$ cat src/rtl/pcr_map.vh
// Register offsets, field positions, page codes and reset values of the paged register front end
`ifndef PCR_MAP_VH
`define PCR_MAP_VH
`define PCR_ADDR_W 16
`define PCR_A_SWRST 16'h0000
`define PCR_A_PAGE0 16'h0002
`define PCR_A_PAGE1 16'h0003
`define PCR_A_PAGE2 16'h0004
`define PCR_A_PORTCFG 16'h0010
`define PCR_A_ADCPG 16'h0011
`define PCR_A_MSTPG 16'h0012
`define PCR_A_PDN 16'h0020
`define PCR_A_PWR2B 16'h0027
`define PCR_A_AGCRST 16'h002b
`define PCR_A_OSEL1 16'h0032
`define PCR_A_OSEL4 16'h0035
`define PCR_A_PDIR 16'h0037
`define PCR_A_INSEL 16'h0038
`define PCR_A_PGSEL_LO 16'h4003
`define PCR_A_PGSEL_HI 16'h4004
`define PCR_A_DIGRST 16'h6000
`define PCR_A_LMODE_A 16'h6002
`define PCR_A_SCR_A 16'h6006
`define PCR_A_LMODE_B 16'h7002
`define PCR_A_SCR_B 16'h7006
`define PCR_A_DDC_EN 16'h5000
`define PCR_A_DEC_A 16'h5001
`define PCR_A_NCO_LO_A 16'h5007
`define PCR_A_NCO_HI_A 16'h5008
`define PCR_A_GAIN_A 16'h5014
`define PCR_A_DEC_B 16'h5801
`define PCR_A_NCO_LO_B 16'h5807
`define PCR_A_NCO_HI_B 16'h5808
`define PCR_A_GAIN_B 16'h5814
`define PCR_BIT_RST_HI 7
`define PCR_BIT_RST_LO 0
`define PCR_BIT_3WIRE 0
`define PCR_BIT_MSTPG 2
`define PCR_BIT_GPDN 0
`define PCR_BIT_SCR 7
`define PCR_PG_MAIN_A 24'h680000
`define PCR_PG_MAIN_B 24'h680100
`define PCR_PG_FUNC_A 24'h610000
`define PCR_PG_FUNC_B 24'h610100
`define PCR_PG_LINK 24'h690000
`define PCR_RST_VAL 8'h00
`define PCR_DEC_BY8 8'h02
`define PCR_MASK_PWR2B 8'h01
`define PCR_MASK_AGCRST 8'h10
`define PCR_MASK_PDIR 8'h0f
`define PCR_MASK_INSEL 8'h33
`define PCR_MASK_PORTCFG 8'h01
`define PCR_MASK_MSTPG 8'h04
`define PCR_MASK_PDN 8'h13
`define PCR_MASK_SCR 8'h80
`define PCR_MASK_BIT0 8'h01
`define PCR_SPI_CNT_W 5
`endif

$ cat src/rtl/pcr_pin_ram.v
// Small register memory for the four pin output select words, registered read
module pcr_pin_ram (
  input wire clk,
  input wire we,
  input wire [1:0] waddr,
  input wire [7:0] wdata,
  input wire [1:0] raddr,
  output reg [7:0] rdata
);
  reg [7:0] mem [0:3];
  always @(posedge clk) begin
    if (we) begin
      mem[waddr] <= wdata;
    end
    rdata <= mem[raddr];
  end
endmodule

$ cat src/rtl/pcr_top.v
// Serial-port register front end with paged digital bank and datapath control outputs
//
// How it works
// - Writing both reset bits at 000h pulses an internal reset and the bits read back zero.
// - A 24-bit page selector is held, its low byte at 002h, read/write, reset to zero.
// - Page values decode to channel A/B main, channel A/B function and link digital pages.
// - In the link page, 80h to 6006h or 7006h enables the channel A or B scrambler.
// - In a main page, 01h then 00h at 6000h asserts then releases that channel's reset.
// - Writing 68h to 4004h and 01h to 4003h selects the channel B main page.
// - In the link page, 01h at 6002h or 7002h sets link mode bit 0 of channel A or B.
// - Writing 01h to 5000h enables the channel A down-converter.
// - Writing 02h to 5001h or 5801h selects decimate-by-8 complex output.
// - The 16-bit oscillator word sits low byte at x007h and high byte at x008h.
// - Writing 01h to 5014h or 5814h turns on the 6 dB digital gain.
// - Bit 0 of 010h picks four-wire (0) or three-wire (1) serial port operation.
// - Bit 2 of 012h selects the master page while the ADC page select is zero.
`include "pcr_map.vh"
module pcr_top (
  input wire CLK_SYS,
  input wire RST,
  input wire SEN_N,
  input wire SCLK,
  input wire SERIAL_DATA_PIN_I,
  output reg SERIAL_DATA_PIN_O,
  output reg SERIAL_DATA_PIN_OE_N,
  output reg SDOUT,
  output reg SOFT_RST,
  output reg GLOBAL_PDN,
  output reg [1:0] DIG_RST,
  output reg [1:0] SCRAMBLE_EN,
  output reg [1:0] LINK_MODE_BIT0,
  output reg DDC_EN,
  output reg [1:0] DEC_BY8,
  output reg [15:0] NCO_WORD_A,
  output reg [15:0] NCO_WORD_B,
  output reg [1:0] GAIN_6DB,
  output reg [3:0] PIN_DIR
);
  ////////////////////////////////////////////////////////////////////////////
  // Pin synchronisers: three stages, change accepted when stages 2 and 3 agree
  // Agreement filters one-cycle glitches on the slow serial pins
  // Pins in order: enable (idles high), serial clock, data in
  wire [2:0] pin_raw = {SERIAL_DATA_PIN_I, SCLK, SEN_N};
  wire [2:0] pin_idle = 3'b001;
  wire [2:0] pin_q;
  wire sen_q = pin_q[0];
  wire sclk_q = pin_q[1];
  wire sdi_q = pin_q[2];
  reg sclk_prev_r;
  genvar p;
  generate
    for (p = 0; p < 3; p = p + 1) begin : g_sync
      reg [2:0] stg_r;
      reg q_r;
      always @(posedge CLK_SYS) begin
        stg_r <= {stg_r[1:0], pin_raw[p]};
        if (RST) begin
          q_r <= pin_idle[p];
        end else if (stg_r[1] == stg_r[2]) begin
          q_r <= stg_r[2];
        end
      end
      assign pin_q[p] = q_r;
    end
  endgenerate
  // Previous clock level starts at the pin's idle level, so no false edge follows reset
  always @(posedge CLK_SYS) begin
    if (RST) begin
      sclk_prev_r <= 1'b0;
    end else begin
      sclk_prev_r <= sclk_q;
    end
  end
  wire sclk_rise = sclk_q & ~sclk_prev_r;
  wire sclk_fall = ~sclk_q & sclk_prev_r;

  ////////////////////////////////////////////////////////////////////////////
  // Serial frame: read flag, 15 address bits MSB first, then 8 data bits
  // Edges past the 24th are ignored so a long burst cannot shift in junk
  // A frame cut short by the enable going high clears all frame state
  reg [`PCR_SPI_CNT_W-1:0] bit_cnt_r;
  reg [23:0] shift_r;
  reg [7:0] rd_shift_r;
  reg wr_pulse_r;
  reg rd_load_r;
  reg [15:0] wr_addr_r;
  reg [7:0] wr_data_r;
  reg is_read_r;
  reg three_wire_r;
  wire [23:0] shift_nxt = {shift_r[22:0], sdi_q};
  always @(posedge CLK_SYS) begin
    if (RST || sen_q) begin
      bit_cnt_r <= 5'h00;
      shift_r <= 24'h000000;
      wr_pulse_r <= 1'b0;
      rd_load_r <= 1'b0;
      wr_addr_r <= 16'h0000;
      wr_data_r <= 8'h00;
      is_read_r <= 1'b0;
    end else begin
      wr_pulse_r <= 1'b0;
      rd_load_r <= 1'b0;
      if (sclk_rise && bit_cnt_r != 5'h18) begin
        shift_r <= shift_nxt;
        bit_cnt_r <= bit_cnt_r + 5'h01;
        if (bit_cnt_r == 5'h0f) begin
          // Address complete: fetch read data before the data phase starts
          is_read_r <= shift_nxt[15];
          wr_addr_r <= {1'b0, shift_nxt[14:0]};
          rd_load_r <= shift_nxt[15];
        end
        if (bit_cnt_r == 5'h17 && !is_read_r) begin
          wr_data_r <= shift_nxt[7:0];
          wr_pulse_r <= 1'b1;
        end
      end
    end
  end

  ////////////////////////////////////////////////////////////////////////////
  // Paging state
  // Writes to 4003h and 4004h also load the middle and top page bytes at 003h and 004h; reads of 4003h and 4004h return 00h
  reg [23:0] page_r;
  reg [7:0] bank_lo_r;
  reg [7:0] bank_hi_r;
  reg master_pg_r;
  reg [7:0] adc_pg_r;
  reg [7:0] pwr2b_r;
  reg [7:0] agcrst_r;
  reg [7:0] insel_r;
  reg [1:0] swrst_cnt_r;
  // Page decode
  wire pg_main_a = (page_r == `PCR_PG_MAIN_A);
  wire pg_main_b = (page_r == `PCR_PG_MAIN_B);
  wire pg_link = (page_r == `PCR_PG_LINK);
  wire pg_func = (page_r == `PCR_PG_FUNC_A) || (page_r == `PCR_PG_FUNC_B);
  wire [15:0] a = wr_addr_r;
  wire [7:0] d = wr_data_r;
  wire gen_space = ~master_pg_r;
  wire osel_hit = (a >= `PCR_A_OSEL1) && (a <= `PCR_A_OSEL4) && gen_space;
  wire swrst_go = wr_pulse_r && gen_space && (a == `PCR_A_SWRST)
                  && d[`PCR_BIT_RST_HI] && d[`PCR_BIT_RST_LO];

  ////////////////////////////////////////////////////////////////////////////
  // Per-channel paged controls; channel B sits 1000h above A in the link page
  // and 800h above A in the datapath page, so both share one loop
  // Each next value holds the current one unless its own address is written
  wire wr_gen = wr_pulse_r && gen_space;
  wire [1:0] dig_rst_nxt;
  wire [1:0] scr_nxt;
  wire [1:0] lmode_nxt;
  wire [1:0] dec_nxt;
  wire [1:0] gain_nxt;
  wire [31:0] nco_nxt;
  wire [31:0] nco_cur = {NCO_WORD_B, NCO_WORD_A};
  genvar ch;
  generate
    for (ch = 0; ch < 2; ch = ch + 1) begin : g_chan
      wire main_pg = (ch == 0) ? pg_main_a : pg_main_b;
      wire [15:0] a_scr = (ch == 0) ? `PCR_A_SCR_A : `PCR_A_SCR_B;
      wire [15:0] a_lmode = (ch == 0) ? `PCR_A_LMODE_A : `PCR_A_LMODE_B;
      wire [15:0] a_dec = (ch == 0) ? `PCR_A_DEC_A : `PCR_A_DEC_B;
      wire [15:0] a_gain = (ch == 0) ? `PCR_A_GAIN_A : `PCR_A_GAIN_B;
      wire [15:0] a_nco_lo = (ch == 0) ? `PCR_A_NCO_LO_A : `PCR_A_NCO_LO_B;
      wire [15:0] a_nco_hi = (ch == 0) ? `PCR_A_NCO_HI_A : `PCR_A_NCO_HI_B;
      // Both channels share 6000h; the selected main page picks which reset moves
      assign dig_rst_nxt[ch] = (wr_gen && main_pg && a == `PCR_A_DIGRST) ? d[0]
                               : DIG_RST[ch];
      assign scr_nxt[ch] = (wr_gen && pg_link && a == a_scr) ? d[`PCR_BIT_SCR]
                           : SCRAMBLE_EN[ch];
      assign lmode_nxt[ch] = (wr_gen && pg_link && a == a_lmode) ? d[0]
                             : LINK_MODE_BIT0[ch];
      assign dec_nxt[ch] = (wr_gen && a == a_dec) ? (d == `PCR_DEC_BY8)
                           : DEC_BY8[ch];
      assign gain_nxt[ch] = (wr_gen && a == a_gain) ? d[0] : GAIN_6DB[ch];
      assign nco_nxt[16*ch +: 8] = (wr_gen && a == a_nco_lo) ? d
                                   : nco_cur[16*ch +: 8];
      assign nco_nxt[16*ch+8 +: 8] = (wr_gen && a == a_nco_hi) ? d
                                     : nco_cur[16*ch+8 +: 8];
    end
  endgenerate

  always @(posedge CLK_SYS) begin
    if (RST || swrst_go) begin
      page_r <= 24'h000000;
      bank_lo_r <= `PCR_RST_VAL;
      bank_hi_r <= `PCR_RST_VAL;
      master_pg_r <= 1'b0;
      adc_pg_r <= `PCR_RST_VAL;
      three_wire_r <= 1'b0;
      pwr2b_r <= `PCR_RST_VAL;
      agcrst_r <= `PCR_RST_VAL;
      insel_r <= `PCR_RST_VAL;
      PIN_DIR <= 4'h0;
      GLOBAL_PDN <= 1'b0;
      DIG_RST <= 2'b00;
      SCRAMBLE_EN <= 2'b00;
      LINK_MODE_BIT0 <= 2'b00;
      DDC_EN <= 1'b0;
      DEC_BY8 <= 2'b00;
      NCO_WORD_A <= 16'h0000;
      NCO_WORD_B <= 16'h0000;
      GAIN_6DB <= 2'b00;
    end else begin
      DIG_RST <= dig_rst_nxt;
      SCRAMBLE_EN <= scr_nxt;
      LINK_MODE_BIT0 <= lmode_nxt;
      DEC_BY8 <= dec_nxt;
      GAIN_6DB <= gain_nxt;
      NCO_WORD_A <= nco_nxt[15:0];
      NCO_WORD_B <= nco_nxt[31:16];
      if (wr_pulse_r) begin
      if (gen_space) begin
        case (a)
          `PCR_A_PAGE0: page_r[7:0] <= d;
          `PCR_A_PAGE1: page_r[15:8] <= d;
          `PCR_A_PAGE2: page_r[23:16] <= d;
          `PCR_A_PGSEL_LO: page_r[15:8] <= d;
          `PCR_A_PGSEL_HI: page_r[23:16] <= d;
          `PCR_A_PORTCFG: three_wire_r <= d[`PCR_BIT_3WIRE];
          `PCR_A_ADCPG: adc_pg_r <= d;
          `PCR_A_MSTPG: master_pg_r <= d[`PCR_BIT_MSTPG] && (adc_pg_r == 8'h00);
          `PCR_A_PWR2B: pwr2b_r <= d & `PCR_MASK_PWR2B;
          `PCR_A_AGCRST: agcrst_r <= d & `PCR_MASK_AGCRST;
          `PCR_A_PDIR: PIN_DIR <= d[3:0];
          `PCR_A_INSEL: insel_r <= d & `PCR_MASK_INSEL;
          `PCR_A_DDC_EN: DDC_EN <= d[0];
          default: begin
          end
        endcase
      end else begin
        // Master page space: power control, plus way back out via 012h
        case (a)
          `PCR_A_PDN: GLOBAL_PDN <= d[`PCR_BIT_GPDN];
          `PCR_A_MSTPG: master_pg_r <= d[`PCR_BIT_MSTPG];
          default: begin
          end
        endcase
      end
    end
    end
  end

  ////////////////////////////////////////////////////////////////////////////
  // Software reset pulse, held four cycles so downstream logic sees it
  // The counter, not the bits of 000h, carries the pulse, so those bits read zero
  always @(posedge CLK_SYS) begin
    if (RST) begin
      swrst_cnt_r <= 2'b00;
      SOFT_RST <= 1'b0;
    end else if (swrst_go) begin
      swrst_cnt_r <= 2'b11;
      SOFT_RST <= 1'b1;
    end else if (swrst_cnt_r != 2'b00) begin
      swrst_cnt_r <= swrst_cnt_r - 2'b01;
      SOFT_RST <= 1'b1;
    end else begin
      SOFT_RST <= 1'b0;
    end
  end

  ////////////////////////////////////////////////////////////////////////////
  // Pin output select words in the small memory
  wire [7:0] osel_rdata;
  pcr_pin_ram u_ram (
    .clk(CLK_SYS),
    .we(wr_pulse_r && osel_hit),
    .waddr(a[1:0] - 2'b10),
    .wdata(d),
    .raddr(a[1:0] - 2'b10),
    .rdata(osel_rdata)
  );

  ////////////////////////////////////////////////////////////////////////////
  // Read back; reset bits of 000h always read zero since 000h has no register and falls to the default
  // Read data is loaded one cycle after the address so that the pin memory
  // has its registered output ready; unmapped addresses read 00h
  reg [7:0] rd_mux;
  reg rd_osel_r;
  reg rd_load_d_r;
  always @* begin
    rd_mux = 8'h00;
    case (a)
      `PCR_A_PAGE0: rd_mux = page_r[7:0];
      `PCR_A_PAGE1: rd_mux = page_r[15:8];
      `PCR_A_PAGE2: rd_mux = page_r[23:16];
      `PCR_A_PORTCFG: rd_mux = {7'h00, three_wire_r};
      `PCR_A_ADCPG: rd_mux = adc_pg_r;
      `PCR_A_MSTPG: rd_mux = {5'h00, master_pg_r, 2'b00};
      `PCR_A_PWR2B: rd_mux = pwr2b_r;
      `PCR_A_AGCRST: rd_mux = agcrst_r;
      `PCR_A_PDIR: rd_mux = {4'h0, PIN_DIR};
      `PCR_A_INSEL: rd_mux = insel_r;
      `PCR_A_SCR_A: rd_mux = {SCRAMBLE_EN[0], 7'h00};
      `PCR_A_SCR_B: rd_mux = {SCRAMBLE_EN[1], 7'h00};
      `PCR_A_NCO_LO_A: rd_mux = NCO_WORD_A[7:0];
      `PCR_A_NCO_HI_A: rd_mux = NCO_WORD_A[15:8];
      `PCR_A_NCO_LO_B: rd_mux = NCO_WORD_B[7:0];
      `PCR_A_NCO_HI_B: rd_mux = NCO_WORD_B[15:8];
      `PCR_A_DIGRST: rd_mux = {7'h00, pg_main_b ? DIG_RST[1] : DIG_RST[0]};
      `PCR_A_LMODE_A: rd_mux = {7'h00, LINK_MODE_BIT0[0]};
      `PCR_A_LMODE_B: rd_mux = {7'h00, LINK_MODE_BIT0[1]};
      `PCR_A_DDC_EN: rd_mux = {7'h00, DDC_EN};
      `PCR_A_DEC_A: rd_mux = DEC_BY8[0] ? `PCR_DEC_BY8 : 8'h00;
      `PCR_A_DEC_B: rd_mux = DEC_BY8[1] ? `PCR_DEC_BY8 : 8'h00;
      `PCR_A_GAIN_A: rd_mux = {7'h00, GAIN_6DB[0]};
      `PCR_A_GAIN_B: rd_mux = {7'h00, GAIN_6DB[1]};
      `PCR_A_PDN: rd_mux = {7'h00, GLOBAL_PDN & master_pg_r};
      default: rd_mux = 8'h00;
    endcase
  end
  always @(posedge CLK_SYS) begin
    if (RST || sen_q) begin
      rd_shift_r <= 8'h00;
      rd_osel_r <= 1'b0;
      rd_load_d_r <= 1'b0;
      SDOUT <= 1'b0;
      SERIAL_DATA_PIN_O <= 1'b0;
      SERIAL_DATA_PIN_OE_N <= 1'b1;
    end else begin
      rd_load_d_r <= rd_load_r;
      rd_osel_r <= rd_load_r && osel_hit;
      if (rd_load_d_r) begin
        rd_shift_r <= rd_osel_r ? osel_rdata : rd_mux;
      end else if (sclk_fall && is_read_r && bit_cnt_r >= 5'h10) begin
        // Data changes on falling edge, host samples on rising
        // In three-wire mode the data pin turns around only for the data phase
        SDOUT <= rd_shift_r[7];
        SERIAL_DATA_PIN_O <= rd_shift_r[7];
        SERIAL_DATA_PIN_OE_N <= ~three_wire_r;
        rd_shift_r <= {rd_shift_r[6:0], 1'b0};
      end
    end
  end
endmodule

$ cat config.mk
export PLATFORM = sky130hd
export DESIGN_NAME = pcr_top
export DESIGN_NICKNAME = d
export VERILOG_FILES = /design/src/rtl/pcr_pin_ram.v /design/src/rtl/pcr_top.v
export VERILOG_INCLUDE_DIRS = /design/src /design/src/rtl
export SDC_FILE = /design/constraint.sdc
export NUM_CORES = 1
export LEC_CHECK = 0
export BUFFER_PORTS_ARGS = -buffer_cell sky130_fd_sc_hd__buf_2
export CAP_MARGIN = 10
export CORE_MARGIN = 2
export CORE_UTILIZATION = 65
export CTS_CLUSTER_DIAMETER = 50
export CTS_CLUSTER_SIZE = 8
export DETAILED_ROUTE_END_ITERATION = 6
export GPL_TIMING_DRIVEN = 0
export PLACE_DENSITY = 0.92
export SYNTH_ARGS = -nofsm -noshare
export SYNTH_HDL_FRONTEND = slang
export SYNTH_SLANG_ARGS = --single-unit
$ cat constraint.sdc
create_clock -name CLK_SYS -period 5.1 [get_ports CLK_SYS]
set_clock_uncertainty 0.1 [all_clocks]
set_input_delay 0.51 -clock CLK_SYS [delete_from_list [all_inputs] [get_ports CLK_SYS]]
set_output_delay 0.51 -clock CLK_SYS [all_outputs]
set_load 0.05 [all_outputs]
-- Yosys cells after proc, flatten, opt, wreduce, memory -nomap -nowiden
Memories as Yosys holds them, arrays and structs flattened. A register that Yosys moved wholly into a read port is not among the register bits.
Index checks and enable logic that the tools add are counted.
- bits in writable memories: 32
- memories kept: 1
- output and inout port bits: 52
- word-level logic and storage cells: 174
- bits of input ports: 5
- bits in registers: 162
- memories (memory ; words ; bits a word ; read ports ; clocked after memory_dff ; wr ports ; RTL line ; RTL):
    u_ram.mem ; 4 ; 8 ; 1 ; 1 ; 1 ; pcr_pin_ram.v:10 ; reg [7:0] mem [0:3];
- reduce and logical (&&, ||, !) cells: 56
- equality and inequality tests: 37
- bitwise logic cells: 10
- $add $sub $neg: 3
- multiplexer cells: 17
- magnitude comparators: 3
- operator list (operator ; number):
    == test 15 bit, second input constant ; 16
    case mux 8 bit (25 select lines) ; 1
    == test 15 x 6 -> 1 bit, second input constant ; 5
    == test 24 x 23 -> 1 bit, second input constant ; 3
    == test 15 x 5 -> 1 bit, second input constant ; 3
    AND reduction 3 bit ; 11
    == test 15 x 2 -> 1 bit, second input constant ; 2
    logical AND 1 bit ; 30
    two-way mux 8 bit ; 3
    logical NOT 16 bit ; 1
    == test 15 x 3 -> 1 bit, second input constant ; 1
    >= comparator 15 x 6 -> 1 bit, second input constant ; 1
    <= comparator 15 x 6 -> 1 bit, second input constant ; 1
    two-way mux 1 bit ; 9
    == test 8 x 2 -> 1 bit, second input constant ; 1
    logical NOT 8 bit ; 1
    two-way mux 2 bit ; 4
    inverter 1 bit ; 7
    AND reduction 2 bit ; 3
    nonzero test 2 bit ; 3
    OR reduction 2 bit ; 3
    adder 5 x 1 -> 5 bit, second input constant ; 1
    == test 5 x 4 -> 1 bit, second input constant ; 1
    == test 5 bit, second input constant ; 1
    other kinds (9) ; 14

-- Depth between registers and ports, before layout
Gate-level depths: netlist of run 1.
- word-level depth: 6
- depth in mapped cells: 10
- mapped depth without buffers: 7

-- By module
From an unflattened synthesis of run 1, not the netlist that was laid out.
- cells, all modules: 921
- area, all modules: 8689.6 sq um
- modules (own cells, without submodules) (module ; times used ; area an instance (sq um) ; cells each ; sequential area each (sq um)):
    pcr_top ; 1 ; 7340.8 ; 867 ; 3243.1
    pcr_pin_ram ; 1 ; 1348.8 ; 54 ; 1121.1

-- Least setup slack after synthesis of run 1
OpenSTA, ideal clock, no wires.
- path type: register -> register
- start: register wr_addr_r[8], in the netlist a[8]
- end: memory u_ram.mem[3][0] (enable)
- buffers on the path: 0
- slack: 2.492 ns
- required time: 4.615 ns
- library setup time: 0.385 ns
- clock period less this slack: 2.608 ns
- stages on the path, launching flop included: 6
- arrival: 2.123 ns
- path through: dfxtp_1 nor4_2 nand3_1 nor4_1 nand2_1 nor3b_1
- word-level cells in the longest chain between the ends: 6
- elaborated cells between the ends (all ways): 7
- classes of those cells: order compare (2); mux (2); reduce/logical (3)
- ends and longest elaborated chain (what ; RTL line ; RTL):
    from (decl) ; pcr_top.v:86 ; reg [15:0] wr_addr_r;
    from (signal assigned) ; pcr_top.v:109 ; wr_addr_r <= {1'b0, shift_nxt[14:0]};
    >= comparator 15 x 6 -> 1 bit (no source line) / <= comparator 15 x 6 -> 1 bit (equally long branches) ; - ;
    logical AND 1 bit * (2 in a row) ; pcr_top.v:140 ; wire osel_hit = (a >= `PCR_A_OSEL1) && (a <= `PCR_A_OSEL4) && gen_space;
    logical AND 1 bit * ; pcr_top.v:267 ; .we(wr_pulse_r && osel_hit),
    two-way mux 1 bit * ; pcr_pin_ram.v:12 ; if (we) begin
    two-way mux 1 bit (implied by the code) * ; pcr_pin_ram.v:13 ; mem[waddr] <= wdata;
    to (decl) ; pcr_pin_ram.v:10 ;
Mark *: on every way between the ends. The rest lies on a longest branch, timed or not.

-- Final worst setup path of run 1
- start: register wr_addr_r[8], in the netlist a[8]
- end: memory u_ram.mem[2][5] (enable)
Same word-level chain as after synthesis.

==> results of run 1 <==
-- flip-flops by register name, indices dropped and copies added, names as in the netlist, 2 cells and up --
name,count
u_ram.mem,32
page_r,24
NCO_WORD_A,16
NCO_WORD_B,16
a,15
shift_r,15
g_sync.stg_r,9
adc_pg_r,8
d,8
rd_shift_r,8
u_ram.rdata,8
bit_cnt_r,5
PIN_DIR,4
insel_r,4
g_sync.q_r,3
DEC_BY8,2
DIG_RST,2
GAIN_6DB,2
LINK_MODE_BIT0,2
SCRAMBLE_EN,2
swrst_cnt_r,2
-- cell usage after synthesis (9+ instances only) --
cell	instances
nand2_1	161
nor2_1	73
nor3_1	15
nand3_1	52
dfxtp_1	170
a22oi_1	10
o21ai_0	9
nand4_1	15
nor4_1	17
inv_1	10
buf_2	16
mux2i_1	47
nor4_2	11
edfxtp_1	32
a21oi_1	97
clkbuf_1	44
-- metrics by stage --
| stage | total power, mW | utilization | hold slack [ns] | area (um^2) |
|---|---|---|---|---|
| finish | 3.44 | 0.770 | 0.223 | 10200 |
| CTS | 3.43 | 0.769 | 0.226 | 10200 |
| floorplan | 1.74 | - | 0.210 | 8900 |
| global placement | 1.76 | 0.706 | 0.211 | 9390 |
| detailed placement | 1.76 | 0.707 | 0.216 | 9400 |
| global route | 3.52 | 0.770 | 0.228 | 10200 |
-- how the worst max path moves through the flow --
stage	slack (ns)	cells after the start	endpoint
floorplan	2.49	5	u_ram.mem[3][0]
global placement	1.53	5	u_ram.mem[3][6]
detailed placement	1.57	5	u_ram.mem[2][5]
CTS	1.49	5	u_ram.mem[3][7]
global route	1.50	6	u_ram.mem[2][5]
finish	1.69	6	u_ram.mem[2][5]
-- cells by family (layout without fill, tap and decap cells) --
logic type      Yosys count  count (layout)  synth area share
mux                      62              62            0.0820
compound gates          170             170             0.124
flops                   202             202             0.491
xor+xnor                  7               7           0.00689
simple gates            421             421             0.248
fa+ha+maj                 4               4           0.00563
buf+inv                  86             189            0.0436
-- critical path: stages, from the launching register on --
cell	delay, ns
dfxtp_1	0.34
nor4_2	0.65
nand3_1	0.32
nor4_1	0.53
nand2_1	0.22
nor3_1	0.64
clkbuf_2	0.32
-- per-layer routing --
metal,share of wire,GRT usage,up-vias
met5,0,0,-
met4,0.053,0.195,0
met3,0.14,0.113,149
met2,0.44,0.585,677
met1,0.37,0.515,3921
li1,-,-,3635
-- cell usage in the layout (no fill, tap or decap), types with 9 or more instances in the layout --
master | Yosys | layout
a21oi_1 | 97 | 97
a22oi_1 | 10 | 10
buf_2 | 16 | 73
clkbuf_1 | 44 | 55
clkbuf_16 | 0 | 29
dfxtp_1 | 170 | 170
edfxtp_1 | 32 | 32
inv_1 | 10 | 10
mux2i_1 | 47 | 47
nand2_1 | 161 | 161
nand3_1 | 52 | 52
nand4_1 | 15 | 15
nor2_1 | 73 | 73
nor3_1 | 15 | 15
nor4_1 | 17 | 17
nor4_2 | 11 | 11
o21ai_0 | 9 | 9
-- power breakdown --
part / internal [mW] / switching (mW) / total (mW)
Sequential: 1.63 / 0.00752 / 1.64
Combinational: 0.0328 / 0.0621 / 0.0950
Clock: 1.03 / 0.678 / 1.71
Total: 2.69 / 0.747 / 3.44
-- layout make-up --
type | instances | area share
flip-flops and latches | 202 | 0.427
repair buffers | 61 | 0.0313
plain buffers | 75 | 0.0339
clock buffers | 40 | 0.0750
clock inverters | 2 | 0.00269
well taps | 176 | 0.0215
multi-input cells | 664 | 0.405
inverters | 11 | 0.00404
-- timing repair --
| item | in CTS | in global routing |
|---|---|---|
| hold buffers | 3 | 0 |
| gates resized for setup | 0 | 0 |
| hold endpoints to repair | 3 | 0 |
==> reports/metrics.yaml, run 1 <==
die:
  rows: 42
  die_area_um2: 14600
  pin_count: 57
  fp.coreArea_um2: 13300
  die_h_um: 121
  start_util: 0.669
  die_x_um: 121
worst_setup_path:
  crit_fanout: 7
  r2r_slack_ns: 1.69
  crit_required_ns: 5.23
  cp-end-kind: "flop"
  r2r-start: "a[8]"
  rr_worst_depth: 6
  path_class: "reg2reg"
  r2r-end: "u_ram.mem[2][5]"
  crit_path_start_kind: "flop"
  crit_start: "a[8]"
  arrival_ns: 3.54
cts:
  cts_tree: "done"
  clockBufferDepth: 3
  cts_root_buffer: "clkbuf_16"
  htreeDepth: 1
  cts_made_buffers: 29
  clkSlewWorstSetupHoldPaths_ns: 0.05
  worstSkewPairLatency_ns: 0.55
  cts.sinks: 202
  post-cts-setup-buffer-count: 0
min_path:
  hold_end: "g_sync[1].stg_r[1]"
  hold_class: "reg2reg"
  hold_depth: 0
  hp-start: "g_sync[1].stg_r[0]"
status:
  violations: "DRC"
  outcome: "finished, violations left"
global_routing:
  grt_pass1_wl_um: 43800
  grt_max_degree: 16
  grtUsageTotal: 0.390
  grt_pass1_vias: 8012
  overflow: 0
  antenna_found_initial: 1
pwr:
  pwr_density_cell_nw_per_um2: 336
  ir_worst_vdd_v: 0.000339
  power.leakage_nw: 3.67
logic_synthesis:
  synth_top_cell_area_share: 0.383
  synth.distinct_cells: 71
  ys_seq_area_frac: 0.491
  synthTopCellsByArea: "dfxtp_1, edfxtp_1, nand2_1"
  syn_area_um2: 8900
  synth-seq-cells: 202
  avgSynthCellArea_um2: 9.34
  synth_enable_flop_cells: 32
  ys.flop_type: "dfxtp_1"
  syn_nets: 961
  synth_top_area_cell: "dfxtp_1"
  syn_inst: 952
  ys_warn_count: 0
  async_reset_ff_frac: 0
route:
  drtIter0Drc: 1292
  routed_wl_um: 28700
  firstDrtPassIters: 7
  drtAntennaViolNets: 0
  vias: 8382
  drc: 3
  wl_per_cell_um: 23.3
  via_per_inst: 6.81
timing:
  period_needed_ns: 3.41
  period_share: 0.669
  hold_viol: 0
  worstMarginPinSlew_ns: 1.29
  relSlewSlack: 0.132
  setup_ws_ns: 1.69
  finalSetupTns_ns: 0
  maxSlewViolCount: 0
  fmax_ghz: 0.293
  setup_viol: 0
  grt_setup_unrepaired: "no"
place:
  gp_congestion: 1.04
  dp_hpwl_um: 19400
  placed_cells: 1184
  dpl_worst_slack_ns: 1.57
  portBuffers: 55
final_layout:
  fillCellCount: 884
  fin_cells: 1231
  drive_gt1_frac: 0.146
  fin_nets: 1053
  antenna_cells: 0
  syn2layout_area_growth_pct: 15.0
  multi_input_area_um2: 4140
  ff_latch_area_um2: 4360
job:
  max-cap-violations: 0
Note: power is estimated with default switching activity, not from simulation.
==> inputs of run 2 (changes only) <==
--- a/config.mk
+++ b/config.mk
@@ -6,15 +6,16 @@
 export SDC_FILE = /design/constraint.sdc
 export NUM_CORES = 1
 export LEC_CHECK = 0
+export ABC_AREA = 1
 export BUFFER_PORTS_ARGS = -buffer_cell sky130_fd_sc_hd__buf_2
 export CAP_MARGIN = 10
 export CORE_MARGIN = 2
-export CORE_UTILIZATION = 65
+export CORE_UTILIZATION = 54
 export CTS_CLUSTER_DIAMETER = 50
 export CTS_CLUSTER_SIZE = 8
 export DETAILED_ROUTE_END_ITERATION = 6
 export GPL_TIMING_DRIVEN = 0
-export PLACE_DENSITY = 0.92
+export PLACE_DENSITY = 0.82
 export SYNTH_ARGS = -nofsm -noshare
 export SYNTH_HDL_FRONTEND = slang
 export SYNTH_SLANG_ARGS = --single-unit
==> constraint.sdc (replaced) <==
create_clock -name CLK_SYS -period 2.9 [get_ports CLK_SYS]
set_clock_uncertainty 0.1 [all_clocks]
set_input_delay 0.29 -clock CLK_SYS [delete_from_list [all_inputs] [get_ports CLK_SYS]]
set_output_delay 0.29 -clock CLK_SYS [all_outputs]
set_load 0.05 [all_outputs]
==> run 2 against run 1 <==
- register-to-register slack lost 1.7 ns
- final cell count grew 14%
- design area shrank 2.7%
- synthesized cell count grew 14%
- flip-flop and latch count is the same
- die area grew 15%
- critical endpoint is now u_ram.mem[3][2]
- global-route usage shrank 9.7 points
- the flow now finishes without violations
- non-clock buffer count shrank 32
- largest power group unchanged
- total power grew 79%
- sequential share of layout area grew 1.2 points
==> reports/metrics.yaml, run 2 <==
timing:
  fmax_ghz: 0.348  # +19%
  whs_ns: 0.104  # -0.119 ns
  setup_viol: 0  # unchanged
  finalSetupTns_ns: 0  # unchanged
  hold_viol: 0  # unchanged
  period_needed_ns: 2.87  # -0.537 ns
  worstMarginPinSlew_ns: 0.847  # -0.444 ns
  maxSlewViolCount: 0  # unchanged
  period_share: 0.991  # +0.322
  relSlewSlack: 0.430  # +0.298
  grt_setup_unrepaired: "yes"
place:
  dp_hpwl_um: 17700  # -8.6%
  portBuffers: 55  # unchanged
  gp_congestion: 0.995  # -4.7%
  placed_cell_area_um2: 9070  # -3.4%
route:
  routed_wl_um: 24600  # -14%
  vias: 7976  # -4.8%
  drc: 0  # -3
  drtIter0Drc: 796  # -38%
  wl_per_cell_um: 17.6  # -25%
  drtAntennaViolNets: 0  # unchanged
  firstDrtPassIters: 6  # -1
  via_per_inst: 5.70  # -16%
worst_setup_path:
  crit_fanout: 8  # +1
  crit_buf_inv: 0  # -1
  r2r_slack_ns: 0.03  # -1.66 ns
  cpMaxStageDelayCell: "nor3_2"
  r2r-end: "u_ram.mem[3][2]"
  r2r-start: "a[8]"
  rr_worst_depth: 7  # +1
  path_class: "reg2reg"
  crit_chain: "nor2_1 -> nand2_1 -> nor2_2 -> nand2_1 -> a211oi_1 -> nand2_1 -> nor3_2"
  critPathMaxStageDelay_ns: 0.62  # -0.03 ns
  crit_cells: 7  # +1
  arrival_ns: 2.93  # -0.61 ns
  path_common_cell: "nand2_1"
  crit_path_start_kind: "flop"
  cp-end-kind: "flop"
  crit_required_ns: 2.96  # -2.27 ns
  cp_top_family: "simple AND/OR/NAND/NOR gates"
final_layout:
  antenna_cells: 0  # unchanged
  design_area_um2: 9950  # -2.7%
  fin_nets: 1187  # +13%
  drive_gt1_frac: 0.131  # -0.0147
  syn2layout_area_growth_pct: 16.6
  largest_register_ffs: 32  # unchanged
  reg_top3: "u_ram.mem x32, page_r x24"
  final_common_cell: "dfxtp_1"
  fillCellCount: 1344  # +52%
  final_cell_mix: "dfxtp_1, nand2_1, nor2_1, a21oi_1, inv_1"
  regMostFlops: "u_ram.mem"
die:
  fp.coreArea_um2: 15300  # +15%
  rows: 45  # +7.1%
  pin_count: 57  # unchanged
  start_util: 0.557  # -0.112
  die_h_um: 130  # +7.2%
  die_area_um2: 16800  # +15%
  die_x_um: 130  # +7.2%
global_routing:
  grt_util_met2: 0.463  # -0.122
  grt-busiest-layer: "met2"
  grtUsageMet1: 0.393  # -0.122
  grtUsageTotal: 0.293  # -0.0967
  grt_pass1_wl_um: 38300  # -13%
  overflow: 0  # unchanged
  antenna_found_initial: 0  # -1
  met3_usage: 0.0660  # -0.0468
  grt_pass1_vias: 7389  # -7.8%
  grt_max_degree: 16  # unchanged
logic_synthesis:
  ys.flop_type: "dfxtp_1"
  avgSynthCellArea_um2: 7.84  # -16%
  synth_most_common_cell: "dfxtp_1"
  async_reset_ff_frac: 0  # unchanged
  syn_nets: 1098  # +14%
  synth_top_area_cell: "dfxtp_1"
  syn_inst: 1089  # +14%
  synth-seq-cells: 202  # unchanged
  ys_warn_count: 0  # unchanged
  syn_area_um2: 8540  # -4.1%
  synth_top_cell_area_share: 0.399  # +0.0162
  ys_seq_area_frac: 0.511  # +0.0207
  synth_common_cells: "dfxtp_1, nand2_1, nor2_1"
  synthTopCellsByArea: "dfxtp_1, edfxtp_1, a21oi_1"
  synth.distinct_cells: 38  # -46%
  synth_enable_flop_cells: 32  # unchanged
pwr:
  pwr-share-seq: 0.469  # -0.007
  power.leakage_nw: 3.82  # +4.0%
  p_sw_mw: 1.31  # +76%
  pwr_density_cell_nw_per_um2: 618  # +84%
  internal-power_mw: 4.84  # +80%
  swShare: 0.213  # -0.00383
  clkPwrFrac: 0.503  # +0.007
  pwr-share-comb: 0.027  # about the same
  power.total_mw: 6.15  # +79%
  ir_worst_vdd_v: 0.000553  # +63%
cts:
  clkSlewWorstSetupHoldPaths_ns: 0.05  # about the same
  post-cts-setup-buffer-count: 0  # unchanged
  clockBufferDepth: 3  # unchanged
  cts_made_buffers: 29  # unchanged
  worstSkewPairLatency_ns: 0.54  # about the same
  cts.sinks: 202  # unchanged
  cts_root_buffer: "clkbuf_16"
  cts_tree: "done"
  htreeDepth: 1  # unchanged
min_path:
  hold_class: "in2reg"
  hold_depth: 2  # +2
  hold_end: "sclk_prev_r"
  hp-start: "RST"
status:
  outcome: "finished, final reports clean"
job:
  max-cap-violations: 0  # unchanged
[run 2: changes by cell type after synthesis, sizes merged, moves of 7 or more]
cell    previous run  this run
nand2            161       172
mux4               8         0
mux2               7         0
nor2              73       163
buf               31        23
a222oi             7         0
nand3             52        77
o21ai              9        97
mux2i             47         0
nor4              31         2
inv               10       110
clkbuf            44        23
a21oi             97       127
[run 2: area by class of cell]
| cell class | instances | area, um^2 | share of cell area |
|---|---|---|---|
| timing repair buffer | 58 | 305 | 0.0307 |
| multi-input combinational | 727 | 3550 | 0.356 |
| tap | 211 | 264 | 0.0265 |
| sequential | 202 | 4360 | 0.439 |
| clock buffer | 39 | 773 | 0.0777 |
| buffer | 46 | 218 | 0.0219 |
| clock inverter | 2 | 50.0 | 0.00503 |
| inverter | 114 | 430 | 0.0432 |
[run 2: worst max-delay path by stage]
stage / startpoint / end / slack [ns]
2_1_floorplan: a[8] / u_ram.mem[2][0] / 0.64
3_3_place_gp: a[8] / u_ram.mem[0][3] / -0.24
3_5_place_dp: a[8] / u_ram.mem[0][3] / -0.30
4_1_cts: a[8] / u_ram.mem[2][1] / -0.27
5_1_grt: a[8] / u_ram.mem[3][2] / -0.11
6_report: a[8] / u_ram.mem[3][2] / 0.03
[run 2: cells by family after synthesis]
group,after synthesis,share of synthesized area
buffers and inverters,160,0.0759
flip-flops,202,0.511
AO/OA/AOI/OAI,260,0.162
XOR/XNOR,1,0.00103
adder cells (fa/ha/maj),5,0.00704
AND/OR/NAND/NOR,461,0.243
[run 2: worst register-to-register path, stage by stage (launching register included)]
cell	delay (ns)
dfxtp_1	0.31
nor2_1	0.19
nand2_1	0.18
nor2_2	0.27
nand2_1	0.18
a211oi_1	0.38
nand2_1	0.28
nor3_2	0.62
[run 2: power groups by stage]
stage                     clock, mW  sequential, mW  combinational, mW
final                          3.09            2.89              0.169
after global routing           3.23            2.88              0.191
after CTS                      3.10            2.89              0.168
after detailed placement          0            2.94              0.163
after global placement            0            2.94              0.157
after floorplan                   0            2.96              0.102
[run 2: metal layers]
layer | vias to the layer above | routed length [um]
li1 | 3814 | -
met1 | 3710 | 10200
met2 | 385 | 11100
met3 | 67 | 2330
met4 | 0 | 886
met5 | - | 0
[run 2: stage by stage]
stage | cells | worst slack, ns | utilization
after floorplan | 1089 | 0.639 | -
after global placement | 1355 | -0.243 | 0.593
after detailed placement | 1355 | -0.299 | 0.593
after CTS | 1399 | -0.273 | 0.649
after global routing | 1399 | -0.114 | 0.650
final | 1399 | 0.0263 | 0.650
[run 2: timing repair]
item | CTS | global route
hold buffers | 3 | 0
gates resized for setup | 1 | 4
setup endpoints to repair | 24 | 32
endpoints found under the hold margin | 3 | 0
==> inputs of run 3 (changes only) <==
--- a/config.mk
+++ b/config.mk
@@ -10,12 +10,13 @@
 export BUFFER_PORTS_ARGS = -buffer_cell sky130_fd_sc_hd__buf_2
 export CAP_MARGIN = 10
 export CORE_MARGIN = 2
-export CORE_UTILIZATION = 54
+export CORE_UTILIZATION = 50
 export CTS_CLUSTER_DIAMETER = 50
 export CTS_CLUSTER_SIZE = 8
 export DETAILED_ROUTE_END_ITERATION = 6
 export GPL_TIMING_DRIVEN = 0
-export PLACE_DENSITY = 0.82
+export PLACE_DENSITY = 0.77
+export RECOVER_POWER = 50
 export SYNTH_ARGS = -nofsm -noshare
 export SYNTH_HDL_FRONTEND = slang
 export SYNTH_SLANG_ARGS = --single-unit
==> run 3 against run 2 <==
- final cell count increased by 0.64%
- routed wire length down 1.2%
- critical path type unchanged
- highest routed layer unchanged
- count of clock-buffer cells in the layout decreased by 1
- largest power group unchanged
==> reports/metrics.yaml, run 3 (synthesis results as in run 2) <==
status:
  outcome: "finished, final reports clean"
route:
  drtIter0Drc: 824  # +3.5%
  firstDrtPassIters: 6  # unchanged
  routed_wl_um: 24300  # -1.2%
  drc: 0  # unchanged
  vias: 7791  # -2.3%
  via_per_inst: 5.53  # -2.9%
  wl_per_cell_um: 17.3  # -1.9%
  drtAntennaViolNets: 0  # unchanged
cts:
  cts.sinks: 202  # unchanged
  cts_root_buffer: "clkbuf_16"
  htreeDepth: 1  # unchanged
  clkSlewWorstSetupHoldPaths_ns: 0.05  # about the same
  clockBufferDepth: 3  # unchanged
  cts_tree: "done"
  worstSkewPairLatency_ns: 0.53  # about the same
  cts_made_buffers: 29  # unchanged
final_layout:
  final_common_cell: "dfxtp_1"
  largest_register_ffs: 32  # unchanged
  drive_gt1_frac: 0.0842  # -0.0471
  antenna_cells: 0  # unchanged
  final_cell_mix: "dfxtp_1, nand2_1, nor2_1, a21oi_1, inv_1"
  fin_nets: 1188  # +0.084%
  reg_top3: "u_ram.mem x32, page_r x24"
  multi_input_area_um2: 3530  # -0.39%
  syn2layout_area_growth_pct: 15.2
  regMostFlops: "u_ram.mem"
  ff_latch_area_um2: 4360  # unchanged
  fin_util: 0.591  # -0.0589
  fillCellCount: 1538  # +14%
die:
  die_h_um: 135  # +3.8%
  start_util: 0.513  # -0.0445
  die_x_um: 135  # +3.8%
  die_area_um2: 18100  # +7.7%
  fp.coreArea_um2: 16600  # +8.7%
  rows: 47  # +4.4%
  pin_count: 57  # unchanged
worst_setup_path:
  crit_fanout: 6  # -2
  crit_start: "a[8]"
  path_common_cell: "nand2_1"
  critPathMaxStageDelay_ns: 0.41  # -0.21 ns
  cp_top_family: "simple AND/OR/NAND/NOR gates"
  cpMaxStageDelayCell: "nor3_1"
  crit_chain: "nor2_1 -> nand2_1 -> nor2_2 -> nand2_1 -> a211oi_1 -> nand2_1 -> nor3_1 -> buf_2"
  crit_cells: 8  # +1
  arrival_ns: 2.93  # about the same
  crit_path_start_kind: "flop"
  cp-end-kind: "flop"
  path_class: "reg2reg"
  rr_worst_depth: 8  # +1
  crit_buf_inv: 1  # +1
  r2r-start: "a[8]"
  crit_required_ns: 3.02  # +0.06 ns
  r2r_slack_ns: 0.1  # +0.07 ns
global_routing:
  antenna_found_initial: 0  # unchanged
  grt_pass1_wl_um: 37300  # -2.5%
  grt_pass1_vias: 7095  # -4.0%
  grtUsageTotal: 0.263  # -0.0307
  grt_max_degree: 15  # -1
  overflow: 0  # unchanged
min_path:
  hold_depth: 2  # unchanged
  hold_class: "in2reg"
  hp-start: "RST"
timing:
  finalSetupTns_ns: 0  # unchanged
  setup_viol: 0  # unchanged
  relSlewSlack: 0.419  # -0.0113
  fmax_ghz: 0.357  # +2.5%
  period_needed_ns: 2.80  # -0.0689 ns
  period_share: 0.967  # -0.0238
  maxSlewViolCount: 0  # unchanged
  worstMarginPinSlew_ns: 0.864  # +0.0168 ns
  grt_setup_unrepaired: "yes"
  hold_viol: 0  # unchanged
pwr:
  ir_worst_vdd_v: 0.000615  # +11%
  pwr_density_cell_nw_per_um2: 608  # -1.6%
  power.leakage_nw: 3.57  # -6.5%
place:
  portBuffers: 55  # unchanged
  dp_hpwl_um: 17600  # -0.64%
  gp_congestion: 1.02  # +2.1%
job:
  max-cap-violations: 0  # unchanged
==> run 3: what timing repair did <==
action,in CTS,in global routing
setup endpoints to repair,16,30
hold buffers,3,0
buffers inserted,0,0
endpoints found under the hold margin,3,0
resized for setup,2,0
==> run 3: routing by layer <==
metal	vias up	global-route usage	part of all wire
met5	-	0	0
met4	0	0.0895	0.033
met3	56	0.0495	0.083
met2	324	0.411	0.45
met1	3595	0.366	0.43
li1	3816	-	-
==> run 3: worst paths after layout <==
kind                        endpoint
setup / recovery     u_ram.mem[0][3]
hold reg to reg   g_sync[0].stg_r[1]
hold / removal           sclk_prev_r
setup reg to reg     u_ram.mem[0][3]
==> run 3: area by class of cell <==
cell class / instances / share of cell area
Inverter: 114 / 0.0438
Sequential cell: 202 / 0.444
Clock inverter: 2 / 0.00140
Tap cell: 220 / 0.0280
Timing Repair Buffer: 59 / 0.0249
Buffer: 46 / 0.0216
Clock buffer: 38 / 0.0772
Multi-Input combinational cell: 727 / 0.359
==> run 3: worst reg2reg max path: stages, from the launching register on <==
cell      delay, ns
dfxtp_1        0.31
nor2_1         0.18
nand2_1        0.17
nor2_2         0.30
nand2_1        0.17
a211oi_1       0.33
nand2_1        0.21
nor3_1         0.41
buf_2          0.31
==> run 3: metrics by stage <==
stage	instance area, um^2	hold slack [ns]	total power, mW	std cells	setup slack [ns]
global placement	9090	0.216	3.10	1364	-0.294
CTS	9900	0.114	6.01	1408	0.0702
finish	9830	0.103	5.98	1408	0.0952
global route	9830	0.153	6.13	1408	-0.135
floorplan	8540	0.210	3.06	1089	0.639
detailed placement	9090	0.214	3.10	1365	-0.244
==> run 3: power breakdown <==
group          internal (mW)  switching (mW)  leakage [nW]  total, mW
clock                   1.79            1.14         0.376       2.93
sequential              2.87          0.0141          1.75       2.88
combinational         0.0514           0.114          1.45      0.166
total                   4.71            1.27          3.57       5.98
